`src/rtl/idt_pkg.sv`:
```
// Purpose: Shared constants, encodings and carriers for instruction decode and timing
// Assumes: 14-bit instruction words, 7-bit file addresses, 8-bit data path
// Notes:   Constants, encodings and carriers only, no logic
// Function
// - Accept 14-bit words of opcode plus operands
// - Sort words into byte, bit, literal/control
// - Destination bit zero to accumulator, one file
// - File address spans 0x00 through 0x7F
// - Bit operand picks bit, file field picks register
// - Constant is 8-bit immediate or 11-bit target
// - Don't-care opcode bits never change decoding
// - One cycle; taken skip or jump adds NOP
// - Instruction cycle is four oscillator periods
// - Port read-modify-write sources live pin values
// - Timer write clears prescaler when assigned there
package idt_pkg;
   localparam int INSTR_W       = 14;
   localparam int FILE_W        = 7;
   localparam int DATA_W        = 8;
   localparam int BIT_W         = 3;
   localparam int LIT8_W        = 8;
   localparam int LIT11_W       = 11;
   localparam int DEST_POS      = 7;
   localparam int FILE_LSB      = 0;
   localparam int BIT_LSB       = 7;
   localparam int OSC_PER_CYCLE = 4;
   localparam int PHASE_W       = 2;
   localparam logic [FILE_W-1:0]  FILE_MIN  = 7'h00;
   localparam logic [FILE_W-1:0]  FILE_MAX  = 7'h7F;
   localparam logic [INSTR_W-1:0] NOP_WORD  = 14'h0000;
   localparam logic [PHASE_W-1:0] PH_Q1     = 2'h0;
   localparam logic [PHASE_W-1:0] PH_Q2     = 2'h1;
   localparam logic [PHASE_W-1:0] PH_Q3     = 2'h2;
   localparam logic [PHASE_W-1:0] PH_Q4     = 2'h3;
   localparam logic [PHASE_W-1:0] PH_STEP   = 2'h1;
   // Encodings, question marks are don't-care positions
   localparam logic [INSTR_W-1:0] P_ADDWF  = 14'h07??;
   localparam logic [INSTR_W-1:0] P_ANDWF  = 14'h05??;
   localparam logic [INSTR_W-1:0] P_CLRF   = 14'b00_0001_1???_????;
   localparam logic [INSTR_W-1:0] P_CLRW   = 14'h0103;
   localparam logic [INSTR_W-1:0] P_COMF   = 14'h09??;
   localparam logic [INSTR_W-1:0] P_DECF   = 14'h03??;
   localparam logic [INSTR_W-1:0] P_DECSZ  = 14'h0B??;
   localparam logic [INSTR_W-1:0] P_INCF   = 14'h0A??;
   localparam logic [INSTR_W-1:0] P_INCSZ  = 14'h0F??;
   localparam logic [INSTR_W-1:0] P_IORWF  = 14'h04??;
   localparam logic [INSTR_W-1:0] P_MOVF   = 14'h08??;
   localparam logic [INSTR_W-1:0] P_MOVWF  = 14'b00_0000_1???_????;
   localparam logic [INSTR_W-1:0] P_NOP    = 14'b00_0000_0??0_0000;
   localparam logic [INSTR_W-1:0] P_RLF    = 14'h0D??;
   localparam logic [INSTR_W-1:0] P_RRF    = 14'h0C??;
   localparam logic [INSTR_W-1:0] P_SUBWF  = 14'h02??;
   localparam logic [INSTR_W-1:0] P_SWAPF  = 14'h0E??;
   localparam logic [INSTR_W-1:0] P_XORWF  = 14'h06??;
   localparam logic [INSTR_W-1:0] P_BCF    = 14'b01_00??_????_????;
   localparam logic [INSTR_W-1:0] P_BSF    = 14'b01_01??_????_????;
   localparam logic [INSTR_W-1:0] P_BTFSC  = 14'b01_10??_????_????;
   localparam logic [INSTR_W-1:0] P_BTFSS  = 14'b01_11??_????_????;
   localparam logic [INSTR_W-1:0] P_RETFIE = 14'h0009;
   localparam logic [INSTR_W-1:0] P_RETURN = 14'h0008;
   localparam logic [INSTR_W-1:0] P_CLRWDT = 14'h0064;
   localparam logic [INSTR_W-1:0] P_SLEEP  = 14'h0063;
   localparam logic [INSTR_W-1:0] P_CALL   = 14'b10_0???_????_????;
   localparam logic [INSTR_W-1:0] P_GOTO   = 14'b10_1???_????_????;
   localparam logic [INSTR_W-1:0] P_MOVLW  = 14'b11_00??_????_????;
   localparam logic [INSTR_W-1:0] P_RETLW  = 14'b11_01??_????_????;
   localparam logic [INSTR_W-1:0] P_IORLW  = 14'h38??;
   localparam logic [INSTR_W-1:0] P_ANDLW  = 14'h39??;
   localparam logic [INSTR_W-1:0] P_SUBLW  = 14'b11_110?_????_????;
   localparam logic [INSTR_W-1:0] P_ADDLW  = 14'b11_111?_????_????;

   typedef enum logic [1:0] {FMT_BYTE, FMT_BIT, FMT_LITCTL} idt_fmt_type;

   typedef enum logic [5:0] {
      OP_NOP, OP_ADDWF, OP_ANDWF, OP_CLRF, OP_CLRW, OP_COMF, OP_DECF, OP_DECSZ,
      OP_INCF, OP_INCSZ, OP_IORWF, OP_MOVF, OP_MOVWF, OP_RLF, OP_RRF, OP_SUBWF,
      OP_SWAPF, OP_XORWF, OP_BCF, OP_BSF, OP_BTFSC, OP_BTFSS, OP_RETFIE,
      OP_RETURN, OP_CLRWDT, OP_SLEEP, OP_CALL, OP_GOTO, OP_MOVLW, OP_RETLW,
      OP_IORLW, OP_ANDLW, OP_SUBLW, OP_ADDLW, OP_BAD
   } idt_op_type;

   typedef struct packed {
      idt_fmt_type         fmt;
      idt_op_type          op;
      logic [FILE_W-1:0]   fileAddr;
      logic                toFile;
      logic [BIT_W-1:0]    bitPos;
      logic [LIT8_W-1:0]   lit8;
      logic [LIT11_W-1:0]  lit11;
      logic                writeAccum;
      logic                writeFile;
      logic                readsFile;
      logic                changesPc;
      logic                maySkip;
      logic                illegal;
   } idt_decode_type;

   typedef struct packed {
      logic [PHASE_W-1:0]  phase;
      logic                liveNext;
      logic [INSTR_W-1:0]  word;
      idt_decode_type      dec;
      logic [DATA_W-1:0]   pinMeta;
      logic [DATA_W-1:0]   pinSync;
      logic                fetchStrobe;
      logic                cycleStart;
      logic                execStrobe;
      logic                nopCycle;
      logic                writeAccum;
      logic                writeFile;
      logic                prescalerClear;
      logic                pcAltered;
      logic                illegalOp;
      logic [DATA_W-1:0]   srcOperand;
   } idt_state_type;
endpackage

```
`src/rtl/idt_field_decode.sv`:
```
// Purpose: Split one instruction word into format, operation and operand fields
// Assumes: Purely combinational, read by the timing core in its second phase
// Notes:   Unknown words come out as a no-write, no-branch bad operation
`timescale 1ns/1ps
module idt_field_decode
   import idt_pkg::*;
(
   input  wire logic [idt_pkg::INSTR_W-1:0] word,
   output idt_pkg::idt_decode_type          dec
);
   // Operand extraction, same positions for every format
   always_comb begin
      dec            = '0;
      dec.fileAddr   = word[FILE_LSB +: FILE_W];
      dec.toFile     = word[DEST_POS];
      dec.bitPos     = word[BIT_LSB +: BIT_W];
      dec.lit8       = word[LIT8_W-1:0];
      dec.lit11      = word[LIT11_W-1:0];
      // Pattern match, don't-care bits wildcarded
      casez (word)
         P_NOP:    dec.op = OP_NOP;
         P_RETURN: dec.op = OP_RETURN;
         P_RETFIE: dec.op = OP_RETFIE;
         P_CLRWDT: dec.op = OP_CLRWDT;
         P_SLEEP:  dec.op = OP_SLEEP;
         P_MOVWF:  dec.op = OP_MOVWF;
         P_CLRW:   dec.op = OP_CLRW;
         P_CLRF:   dec.op = OP_CLRF;
         P_ADDWF:  dec.op = OP_ADDWF;
         P_ANDWF:  dec.op = OP_ANDWF;
         P_COMF:   dec.op = OP_COMF;
         P_DECF:   dec.op = OP_DECF;
         P_DECSZ:  dec.op = OP_DECSZ;
         P_INCF:   dec.op = OP_INCF;
         P_INCSZ:  dec.op = OP_INCSZ;
         P_IORWF:  dec.op = OP_IORWF;
         P_MOVF:   dec.op = OP_MOVF;
         P_RLF:    dec.op = OP_RLF;
         P_RRF:    dec.op = OP_RRF;
         P_SUBWF:  dec.op = OP_SUBWF;
         P_SWAPF:  dec.op = OP_SWAPF;
         P_XORWF:  dec.op = OP_XORWF;
         P_BCF:    dec.op = OP_BCF;
         P_BSF:    dec.op = OP_BSF;
         P_BTFSC:  dec.op = OP_BTFSC;
         P_BTFSS:  dec.op = OP_BTFSS;
         P_CALL:   dec.op = OP_CALL;
         P_GOTO:   dec.op = OP_GOTO;
         P_MOVLW:  dec.op = OP_MOVLW;
         P_RETLW:  dec.op = OP_RETLW;
         P_IORLW:  dec.op = OP_IORLW;
         P_ANDLW:  dec.op = OP_ANDLW;
         P_SUBLW:  dec.op = OP_SUBLW;
         P_ADDLW:  dec.op = OP_ADDLW;
         default:  dec.op = OP_BAD;
      endcase
      // Format and result steering per operation
      dec.fmt = FMT_LITCTL;
      case (dec.op)
         OP_ADDWF, OP_ANDWF, OP_COMF, OP_DECF, OP_INCF, OP_IORWF, OP_MOVF,
         OP_RLF, OP_RRF, OP_SUBWF, OP_SWAPF, OP_XORWF, OP_DECSZ, OP_INCSZ: begin
            dec.fmt        = FMT_BYTE;
            dec.readsFile  = 1'b1;
            dec.writeAccum = ~dec.toFile;
            dec.writeFile  = dec.toFile;
            dec.maySkip    = (dec.op == OP_DECSZ) || (dec.op == OP_INCSZ);
         end
         OP_CLRF, OP_MOVWF: begin
            dec.fmt       = FMT_BYTE;
            dec.writeFile = 1'b1;
         end
         OP_CLRW, OP_NOP: begin
            dec.fmt        = FMT_BYTE;
            dec.writeAccum = (dec.op == OP_CLRW);
         end
         OP_BCF, OP_BSF: begin
            dec.fmt       = FMT_BIT;
            dec.readsFile = 1'b1;
            dec.writeFile = 1'b1;
         end
         OP_BTFSC, OP_BTFSS: begin
            dec.fmt       = FMT_BIT;
            dec.readsFile = 1'b1;
            dec.maySkip   = 1'b1;
         end
         OP_MOVLW, OP_IORLW, OP_ANDLW, OP_SUBLW, OP_ADDLW: dec.writeAccum = 1'b1;
         OP_RETLW: begin
            dec.writeAccum = 1'b1;
            dec.changesPc  = 1'b1;
         end
         OP_CALL, OP_GOTO, OP_RETURN, OP_RETFIE: dec.changesPc = 1'b1;
         OP_BAD:  dec.illegal = 1'b1;
         default: dec.illegal = 1'b0;
      endcase
   end
endmodule

```
`src/rtl/idt_core.sv`:
```
// Purpose: Instruction cycle sequencer with decode, result routing and skip handling
// Assumes: ref_clk is the oscillator; the word source and file data share this clock
// Notes:   Four clock phases form one instruction cycle; flushed cycles run as NOP
`timescale 1ns/1ps
module idt_core
   import idt_pkg::*;
#(
   parameter logic [idt_pkg::FILE_W-1:0] TIMER_ADDR = 7'h01,
   parameter logic [idt_pkg::FILE_W-1:0] PCL_ADDR   = 7'h02,
   parameter logic [idt_pkg::FILE_W-1:0] PORT_ADDR  = 7'h06
)
(
   input  wire logic                        ref_clk,
   input  wire logic                        sys_rst,
   input  wire logic [idt_pkg::INSTR_W-1:0] instrWord,
   input  wire logic                        skipTrue,
   input  wire logic                        prescalerOnTimer,
   input  wire logic [idt_pkg::DATA_W-1:0]  fileData,
   input  wire logic [idt_pkg::DATA_W-1:0]  portPins,
   output idt_pkg::idt_decode_type          decoded,
   output logic                             fetchStrobe,
   output logic                             cycleStart,
   output logic                             execStrobe,
   output logic                             nopCycle,
   output logic                             writeAccum,
   output logic                             writeFile,
   output logic                             prescalerClear,
   output logic                             pcAltered,
   output logic                             illegalOp,
   output logic [idt_pkg::DATA_W-1:0]       srcOperand
);
   import idt_pkg::*;

   idt_state_type  state_r;
   idt_state_type  state_nxt;
   idt_decode_type fieldDec;
   logic           hitTimer;
   logic           hitPcl;
   logic           hitPort;
   logic           pcWrite;

   // Field splitter works on the word latched in the first phase
   idt_field_decode u_field_decode (
      .word (state_r.word),
      .dec  (fieldDec)
   );

   // Address compares on the decoded file field
   assign hitTimer = (state_r.dec.fileAddr == TIMER_ADDR);
   assign hitPcl   = (state_r.dec.fileAddr == PCL_ADDR);
   assign hitPort  = (state_r.dec.fileAddr == PORT_ADDR);
   // A file write to the low program counter byte also redirects flow
   assign pcWrite  = state_r.dec.changesPc || (state_r.dec.writeFile && hitPcl);

   // Next state: phase sequencer and the work of each phase
   always_comb begin
      state_nxt                = state_r;
      state_nxt.fetchStrobe    = 1'b0;
      state_nxt.cycleStart     = 1'b0;
      state_nxt.execStrobe     = 1'b0;
      state_nxt.writeAccum     = 1'b0;
      state_nxt.writeFile      = 1'b0;
      state_nxt.prescalerClear = 1'b0;
      // Pin synchroniser, first stage feeds only the second
      state_nxt.pinMeta        = portPins;
      state_nxt.pinSync        = state_r.pinMeta;
      // Four oscillator periods per instruction cycle
      state_nxt.phase          = state_r.phase + PH_STEP;
      case (state_r.phase)
         PH_Q1: begin
            // Latch the presented word, or a NOP after a skip or jump
            state_nxt.cycleStart = 1'b1;
            state_nxt.nopCycle   = ~state_r.liveNext;
            state_nxt.word       = state_r.liveNext ? instrWord : NOP_WORD;
            state_nxt.liveNext   = 1'b1;
         end
         PH_Q2: begin
            // Capture the split fields
            state_nxt.dec        = fieldDec;
            state_nxt.illegalOp  = fieldDec.illegal;
         end
         PH_Q3: begin
            // Port read-modify-write takes the pins, not the latch
            if (state_r.dec.readsFile && hitPort) begin
               state_nxt.srcOperand = state_r.pinSync;
            end else begin
               state_nxt.srcOperand = fileData;
            end
         end
         PH_Q4: begin
            // Commit results and decide on the extra NOP cycle
            state_nxt.execStrobe     = 1'b1;
            state_nxt.fetchStrobe    = 1'b1;
            state_nxt.writeAccum     = state_r.dec.writeAccum;
            state_nxt.writeFile      = state_r.dec.writeFile;
            state_nxt.prescalerClear = state_r.dec.writeFile && hitTimer
                                       && prescalerOnTimer;
            state_nxt.pcAltered      = pcWrite;
            state_nxt.liveNext       = ~(pcWrite
                                       || (state_r.dec.maySkip && skipTrue));
         end
         default: begin
            state_nxt.phase = PH_Q1;
         end
      endcase
   end

   // State register; reset starts with a flushed cycle
   always_ff @(posedge ref_clk or posedge sys_rst) begin
      if (sys_rst) begin
         state_r <= '0;
      end else begin
         state_r <= state_nxt;
      end
   end

   // Outputs straight from the state register
   assign decoded        = state_r.dec;
   assign fetchStrobe    = state_r.fetchStrobe;
   assign cycleStart     = state_r.cycleStart;
   assign execStrobe     = state_r.execStrobe;
   assign nopCycle       = state_r.nopCycle;
   assign writeAccum     = state_r.writeAccum;
   assign writeFile      = state_r.writeFile;
   assign prescalerClear = state_r.prescalerClear;
   assign pcAltered      = state_r.pcAltered;
   assign illegalOp      = state_r.illegalOp;
   assign srcOperand     = state_r.srcOperand;

endmodule

```
`config.mk`:
```
export PLATFORM = sky130hd
export DESIGN_NAME = idt_core
export DESIGN_NICKNAME = d
export VERILOG_FILES = /design/src/rtl/idt_pkg.sv /design/src/rtl/idt_field_decode.sv /design/src/rtl/idt_core.sv
export SDC_FILE = /design/constraint.sdc
export NUM_CORES = 1
export LEC_CHECK = 0
export ABC_AREA = 0
export BUFFER_PORTS_ARGS = -buffer_cell sky130_fd_sc_hd__buf_2
export CAP_MARGIN = 20
export CORE_ASPECT_RATIO = 0.9
export CORE_MARGIN = 2
export CORE_UTILIZATION = 45
export CTS_CLUSTER_SIZE = 30
export DETAILED_ROUTE_END_ITERATION = 6
export PLACE_DENSITY = 0.73
export RECOVER_POWER = 25
export SLEW_MARGIN = 20
export SYNTH_ARGS = -nofsm -noshare
export SYNTH_HDL_FRONTEND = slang
export SYNTH_SLANG_ARGS = --single-unit
```
`constraint.sdc`:
```
create_clock -name ref_clk -period 2.6 [get_ports ref_clk]
set_input_delay 0.52 -clock ref_clk [delete_from_list [all_inputs] [get_ports ref_clk]]
set_output_delay 0.52 -clock ref_clk [all_outputs]
set_load 0.1 [all_outputs]
```
# Word-level counts from Yosys, hierarchy flattened
# Cells that the tools add are included.
# word_totals
inputBits,34
ff_bits,92
# op_classes
n_eq_ne,71
add_sub_neg,1
n_reduce_logical,21
bitwise,3
muxes,14
# op_table
cell,count
case mux 6 bit (34 select lines),1
== test 6 x 4 -> 1 bit (second input constant),16
== test 6 x 5 -> 1 bit (second input constant),14
== test 6 x 3 -> 1 bit (second input constant),8
OR reduction 18 bit,2
== test 6 bit (second input constant),5
== test 14 x 4 -> 1 bit (second input constant),2
== test 14 x 7 -> 1 bit (second input constant),2
== test 6 x 2 -> 1 bit (second input constant),4
== test 4 x 3 -> 1 bit (second input constant),4
== test 14 x 9 -> 1 bit (second input constant),1
== test 7 x 1 -> 1 bit (second input constant),2
== test 7 x 2 -> 1 bit (second input constant),2
two-way mux 14 bit,1
OR reduction 14 bit,1
logical NOT 12 bit,1
== test 5 bit (second input constant),2
== test 4 bit (second input constant),2
two-way mux 8 bit,1
OR reduction 4 bit,2
== test 7 x 3 -> 1 bit (second input constant),1
== test 3 bit (second input constant),2
== test 6 x 1 -> 1 bit (second input constant),1
logical NOT 6 bit,1
other kinds (16),32

# Longest topological paths before layout
# logic_depth
ltp_word,6
depth_mapped,9
mapped_depth_nobuf,7

# By module
# A second synthesis with hierarchy kept.
# hier_totals
cells_unflattened,470
area_unflattened_um2,4962.3
# by_module_without_submodules
mod,n_inst,area_per_inst_um2,cells_each
idt_core,1,3816.2,305
idt_field_decode,1,1146.1,165

# Least setup slack after synthesis
# No wires, ideal clock.
# synth_timing
kind,reg2reg
start,register state_r[80] (netlist name)
end,"register state_r, in the netlist decoded[43]"
path_slack_ns,0.332
n_path_buf,0
synth_period_minus_slack_ns,2.268
t_arrival_ns,2.147
t_required_ns,2.478
setup_time_ns,0.122
stages_incl_launch_ff,8
cell_sequence,dfrtp_1 or3_4 o41a_1 nor3_2 a211oi_2 a2111oi_4 a21oi_1 a32o_1
# synth_via
elab_chain_cells,5
elab_cells_between_ends,32
classes_between,eq/ne: 26; mux: 2; reduce/logical: 4
# synth_lines
element,line,rtl
start: declaration,idt_core.sv:34,idt_state_type state_r;
start signal: assignment,idt_core.sv:113,state_r <= state_nxt;
"== test 14 x 9 -> 1 bit, or another cell as far along",idt_field_decode.sv:20,casez (word)
case mux 6 bit (34 select lines) (*),idt_field_decode.sv:20,
"== test 6 x 1 -> 1 bit, or another cell as far along",idt_field_decode.sv:59,case (dec.op)
OR reduction 18 bit (no line) or OR reduction 4 bit (tied branches),n/a,
case mux 2 bit (2 select lines) (*),idt_field_decode.sv:59,
# Mark *: on every way between the ends. The rest lies on a longest branch, timed or not.
# A chain may end at the register's enable or synchronous reset.

# Worst setup path after layout
# layout_timing
start,register state_r[89] (netlist name)
end,"register state_r, in the netlist decoded[43]"
# layout_via
elab_chain_cells,5
elab_cells_between_ends,60
classes_between,eq/ne: 54; mux: 2; reduce/logical: 4
# layout_lines
element,line
"== test 14 x 9 -> 1 bit, or another cell as far along",idt_field_decode.sv:20
case mux 6 bit (34 select lines) (*),idt_field_decode.sv:20
"== test 6 x 1 -> 1 bit, or another cell as far along",idt_field_decode.sv:59
OR reduction 18 bit (no line) or OR reduction 4 bit (tied branches),n/a
case mux 2 bit (2 select lines) (*),idt_field_decode.sv:59
# Marked as above.

==> results.md <==
- Post-synthesis sequential area ratio: 0.491
- Leak Pwr: a little over 2 nW
- Die W: 99.8 µm
- Status: complete, but fails checks
- Ratio of final minimum period to clock period: 0.950
- Crit path time final: 2470 ps
- Global routing usage on met2: 0.296
- Gr busiest metal: met2
- Routed length per instance: 15.3 µm
- Total CTS buffers: 9
- Pwr dens: 1310 nW/µm²
- NumNets Final: approximately 480
- RSZ-0062 raised after global routing: no
- Netlist Area Pre-Place: 3720 µm²
- DRT Wirelength: 8300 µm
- Worst Tran Pin Value: 1760 ps
- Antenna diode count: 0
- Worst setup path start: state_r[89]
- Total track usage: 0.191
- Multi-input gate area: 1350 µm²
- Largest net degree at the start of global routing: 74
- DRC: 0
- Initial Utilization: 0.463
- Layout area overhead: 14.0%
- GPL Wtd Cong: 0.905
- Post-Layout Cell Count: 541
- Setup Skew: 9.95 ps
- PortBufs: 94
- Placed cells: 526
- Vias in the first global route: 2777
- Met1 GRT Util: 0.271
- Relative slew slack: -0.170
- Root buffer cell: clkbuf_8
- Final hold vios: 0
- Maximum fanout along the worst path: 8
- Final setup violation count: 0
- Count of different cell masters after synthesis: 53
- 1st-pass router iterations: 4
- CTS clk-pin slew, worst paths: 80 ps
- Critical path endpoint: decoded[43]
- Critical path class: flip-flop to flip-flop
- DIE AREA: roughly 9000 µm²
- Cell count after synthesis: 377
- CTS max path bufs: 2
- TNS Setup: 0 ps
- Top post-synthesis cells by area: dfrtp_1 (49%), buf_4 (11%), mux2_2 (3.6%)
- Vias per Instance: 5.18
- Clk Latency, worst-skew pair: 340 ps
- CP Launch Type: flip-flop
- Met3 Use GR: 0.0428
- Post-route ant nets: 0
- VDD IR max: approximately 740 µV
- Cells on worst reg2reg path: 8
- Arrival @ worst endpoint: ~2700 ps
- Syn_area_per_cell: 9.86 µm²
- Synth async-reset ratio: 1.00
- Fillers: 740
- Worst path required time: 2830 ps
- Max Fclk: roughly 400 MHz
- Top cell type by total area after synthesis: dfrtp_1
- First-pass GRT wire length: about 14000 µm
- Crit end category: flip-flop
- Syn_nets: 415
- Initial antenna violation count: 0
- Core area: 8030 µm²
- HP Class: input pin to flip-flop
- Max-slew violation count: 74
- R2r startpoint: state_r[89]
- Max Cap Viol: 1
- Die span in y: 90.2 µm
- Min-Delay Startpoint: portPins[7]
- Top_reg_cell synth: dfrtp_1
- Detailed Place HPWL: 6010 µm
- Internal reg-to-reg setup slack: 130 ps
- Hold_buf cts: 0
- Synth Warn #: 0
- Gr ovfl total: 0
- CTS tree: yes
- #FFs+latches synth: between 70 and 80
- Clock Sinks: 73
- Layout cell share with drive strength beyond 1: 0.357
- Top cell type's share of synthesized area: 0.491
- DR vias: 2800
- Register Area: 1830 µm²
- Reg-to-reg endpoint: decoded[43]
- Ports: 95
- H-tree levels: 3
- Failing checks: max-capacitance violations, max-slew violations
- Post-synth EDFFs: 0
- Drt initial violations: around 160
- # rows: 31
-- routing by layer --
metal | part of all wire | wire, µm | vias to the layer above
li1 | - | - | 1365
met1 | 0.47 | 3880 | 1319
met2 | 0.46 | 3830 | 107
met3 | 0.058 | 485 | 9
met4 | 0.013 | 105 | 0
met5 | 0 | 0 | -
-- registers in the layout, summed over array words and instances, names as in the netlist --
signal / flops
pcAltered: 1
writeAccum: 1
illegalOp: 1
srcOperand: 8
decoded: 24
state_nxt: 8
writeFile: 1
state_r: 25
prescalerClear: 1
nopCycle: 1
execStrobe: 1
cycleStart: 1
-- synth_stat cells, types with 2 or more instances --
library cell,n
nand4_1,2
nand3_1,7
a32o_1,2
nor4_1,5
nor2_1,29
clkbuf_1,8
mux2i_1,11
buf_2,7
o21ai_0,23
nand2_1,28
or3_1,2
ha_1,4
a21oi_1,24
and2_1,3
nand3b_1,2
dfrtp_1,73
or4b_1,2
nor3_1,10
nor2b_1,4
o2111ai_1,2
mux2_2,12
a31oi_1,6
or4_1,2
o22ai_1,2
buf_4,54
and3_1,5
inv_1,20
nor3b_1,2
nand2b_1,2
-- critical path, cell delays in order (launching register included) --
cell	delay [ps]
dfrtp_2	460
clkinv_1	160
mux2i_1	90
a2111oi_1	540
buf_4	200
a211oi_2	110
a2111oi_4	420
a21oi_1	120
a32o_1	270
-- layout by cell type, fill, tap and decap left out, types with 2 or more instances in the layout --
| cell | synthesis | layout |
|---|---|---|
| buf_2 | 7 | 93 |
| dfrtp_1 | 73 | 70 |
| nor2_1 | 29 | 29 |
| nand2_1 | 28 | 28 |
| buf_4 | 54 | 25 |
| a21oi_1 | 24 | 24 |
| o21ai_0 | 23 | 23 |
| inv_1 | 20 | 19 |
| mux2_2 | 12 | 12 |
| mux2i_1 | 11 | 11 |
| clkbuf_8 | 0 | 10 |
| nor3_1 | 10 | 9 |
| nand3_1 | 7 | 7 |
| a31oi_1 | 6 | 6 |
| and3_1 | 5 | 5 |
| nor4_1 | 5 | 4 |
| nor2b_1 | 4 | 4 |
| ha_1 | 4 | 4 |
| and2_1 | 3 | 3 |
| dfrtp_2 | 0 | 3 |
| nand3b_1 | 2 | 2 |
| nor3_2 | 1 | 2 |
| nand4_1 | 2 | 2 |
| o2111ai_1 | 2 | 2 |
| clkinv_1 | 1 | 2 |
| nor3b_1 | 2 | 2 |
| or4_1 | 2 | 2 |
| a32o_1 | 2 | 2 |
| or3_1 | 2 | 2 |
| nand2b_1 | 2 | 2 |
| or4b_1 | 2 | 2 |
| o22ai_1 | 2 | 2 |
| clkinv_2 | 0 | 2 |
-- report_power, final --
part | switching (mW) | internal (mW) | total, mW | leakage, nW
Clock | 0.413 | 0.462 | 0.875 | 0.0981
Sequential | 0.214 | 1.37 | 1.58 | 0.879
Combinational | 2.45 | 0.649 | 3.10 | 1.06
-- repair_timing --
action	4_1_cts	5_1_grt
resized for setup	0	6
buffers inserted	0	0
endpoints found under the setup margin	0	5
-- through the flow --
stage                     hold slack (ps)   util  instance area (µm²)  power (mW)  worst slack [ps]
final                                 284  0.528                 4240        5.55               129
after detailed placement              335  0.504                 4050        4.69              55.1
after global routing                  262  0.528                 4240        5.83             0.202
after global placement                332  0.504                 4050        4.68              8.19
after CTS                             268  0.528                 4240        5.57              59.9
after floorplan                       331      -                 3720        4.38               227
-- worst min-delay path by stage --
stage | to | depth (start not counted) | slack (ps)
floorplan | state_r[17] | 0 | 330
detailed placement | state_r[22] | 0 | 330
global placement | state_r[19] | 0 | 330
global route | state_nxt[24] | 1 | 260
CTS | srcOperand[0] | 3 | 270
finish | state_nxt[24] | 1 | 280
-- final cells by class --
| cell class | instances | share of cell area |
|---|---|---|
| Tap cell | 99 | 0.0292 |
| Inverter | 21 | 0.0186 |
| Multi-Input combinational cell | 213 | 0.319 |
| Clock buffer | 10 | 0.0325 |
| Clock inverter | 5 | 0.0133 |
| Sequential cell | 73 | 0.432 |
| Timing Repair Buffer | 120 | 0.156 |
-- logic make-up (layout without fill, tap and decap cells) --
logic type / Yosys count / after routing / share of synthesized area
flops: 73 / 73 / 0.491
mux: 23 / 23 / 0.0660
simple gates: 111 / 111 / 0.152
fa+ha+maj: 4 / 4 / 0.0135
buf+inv: 91 / 156 / 0.149
compound gates: 74 / 74 / 0.127
xor+xnor: 1 / 1 / 0.00236
(Power assumes the default switching activity.)
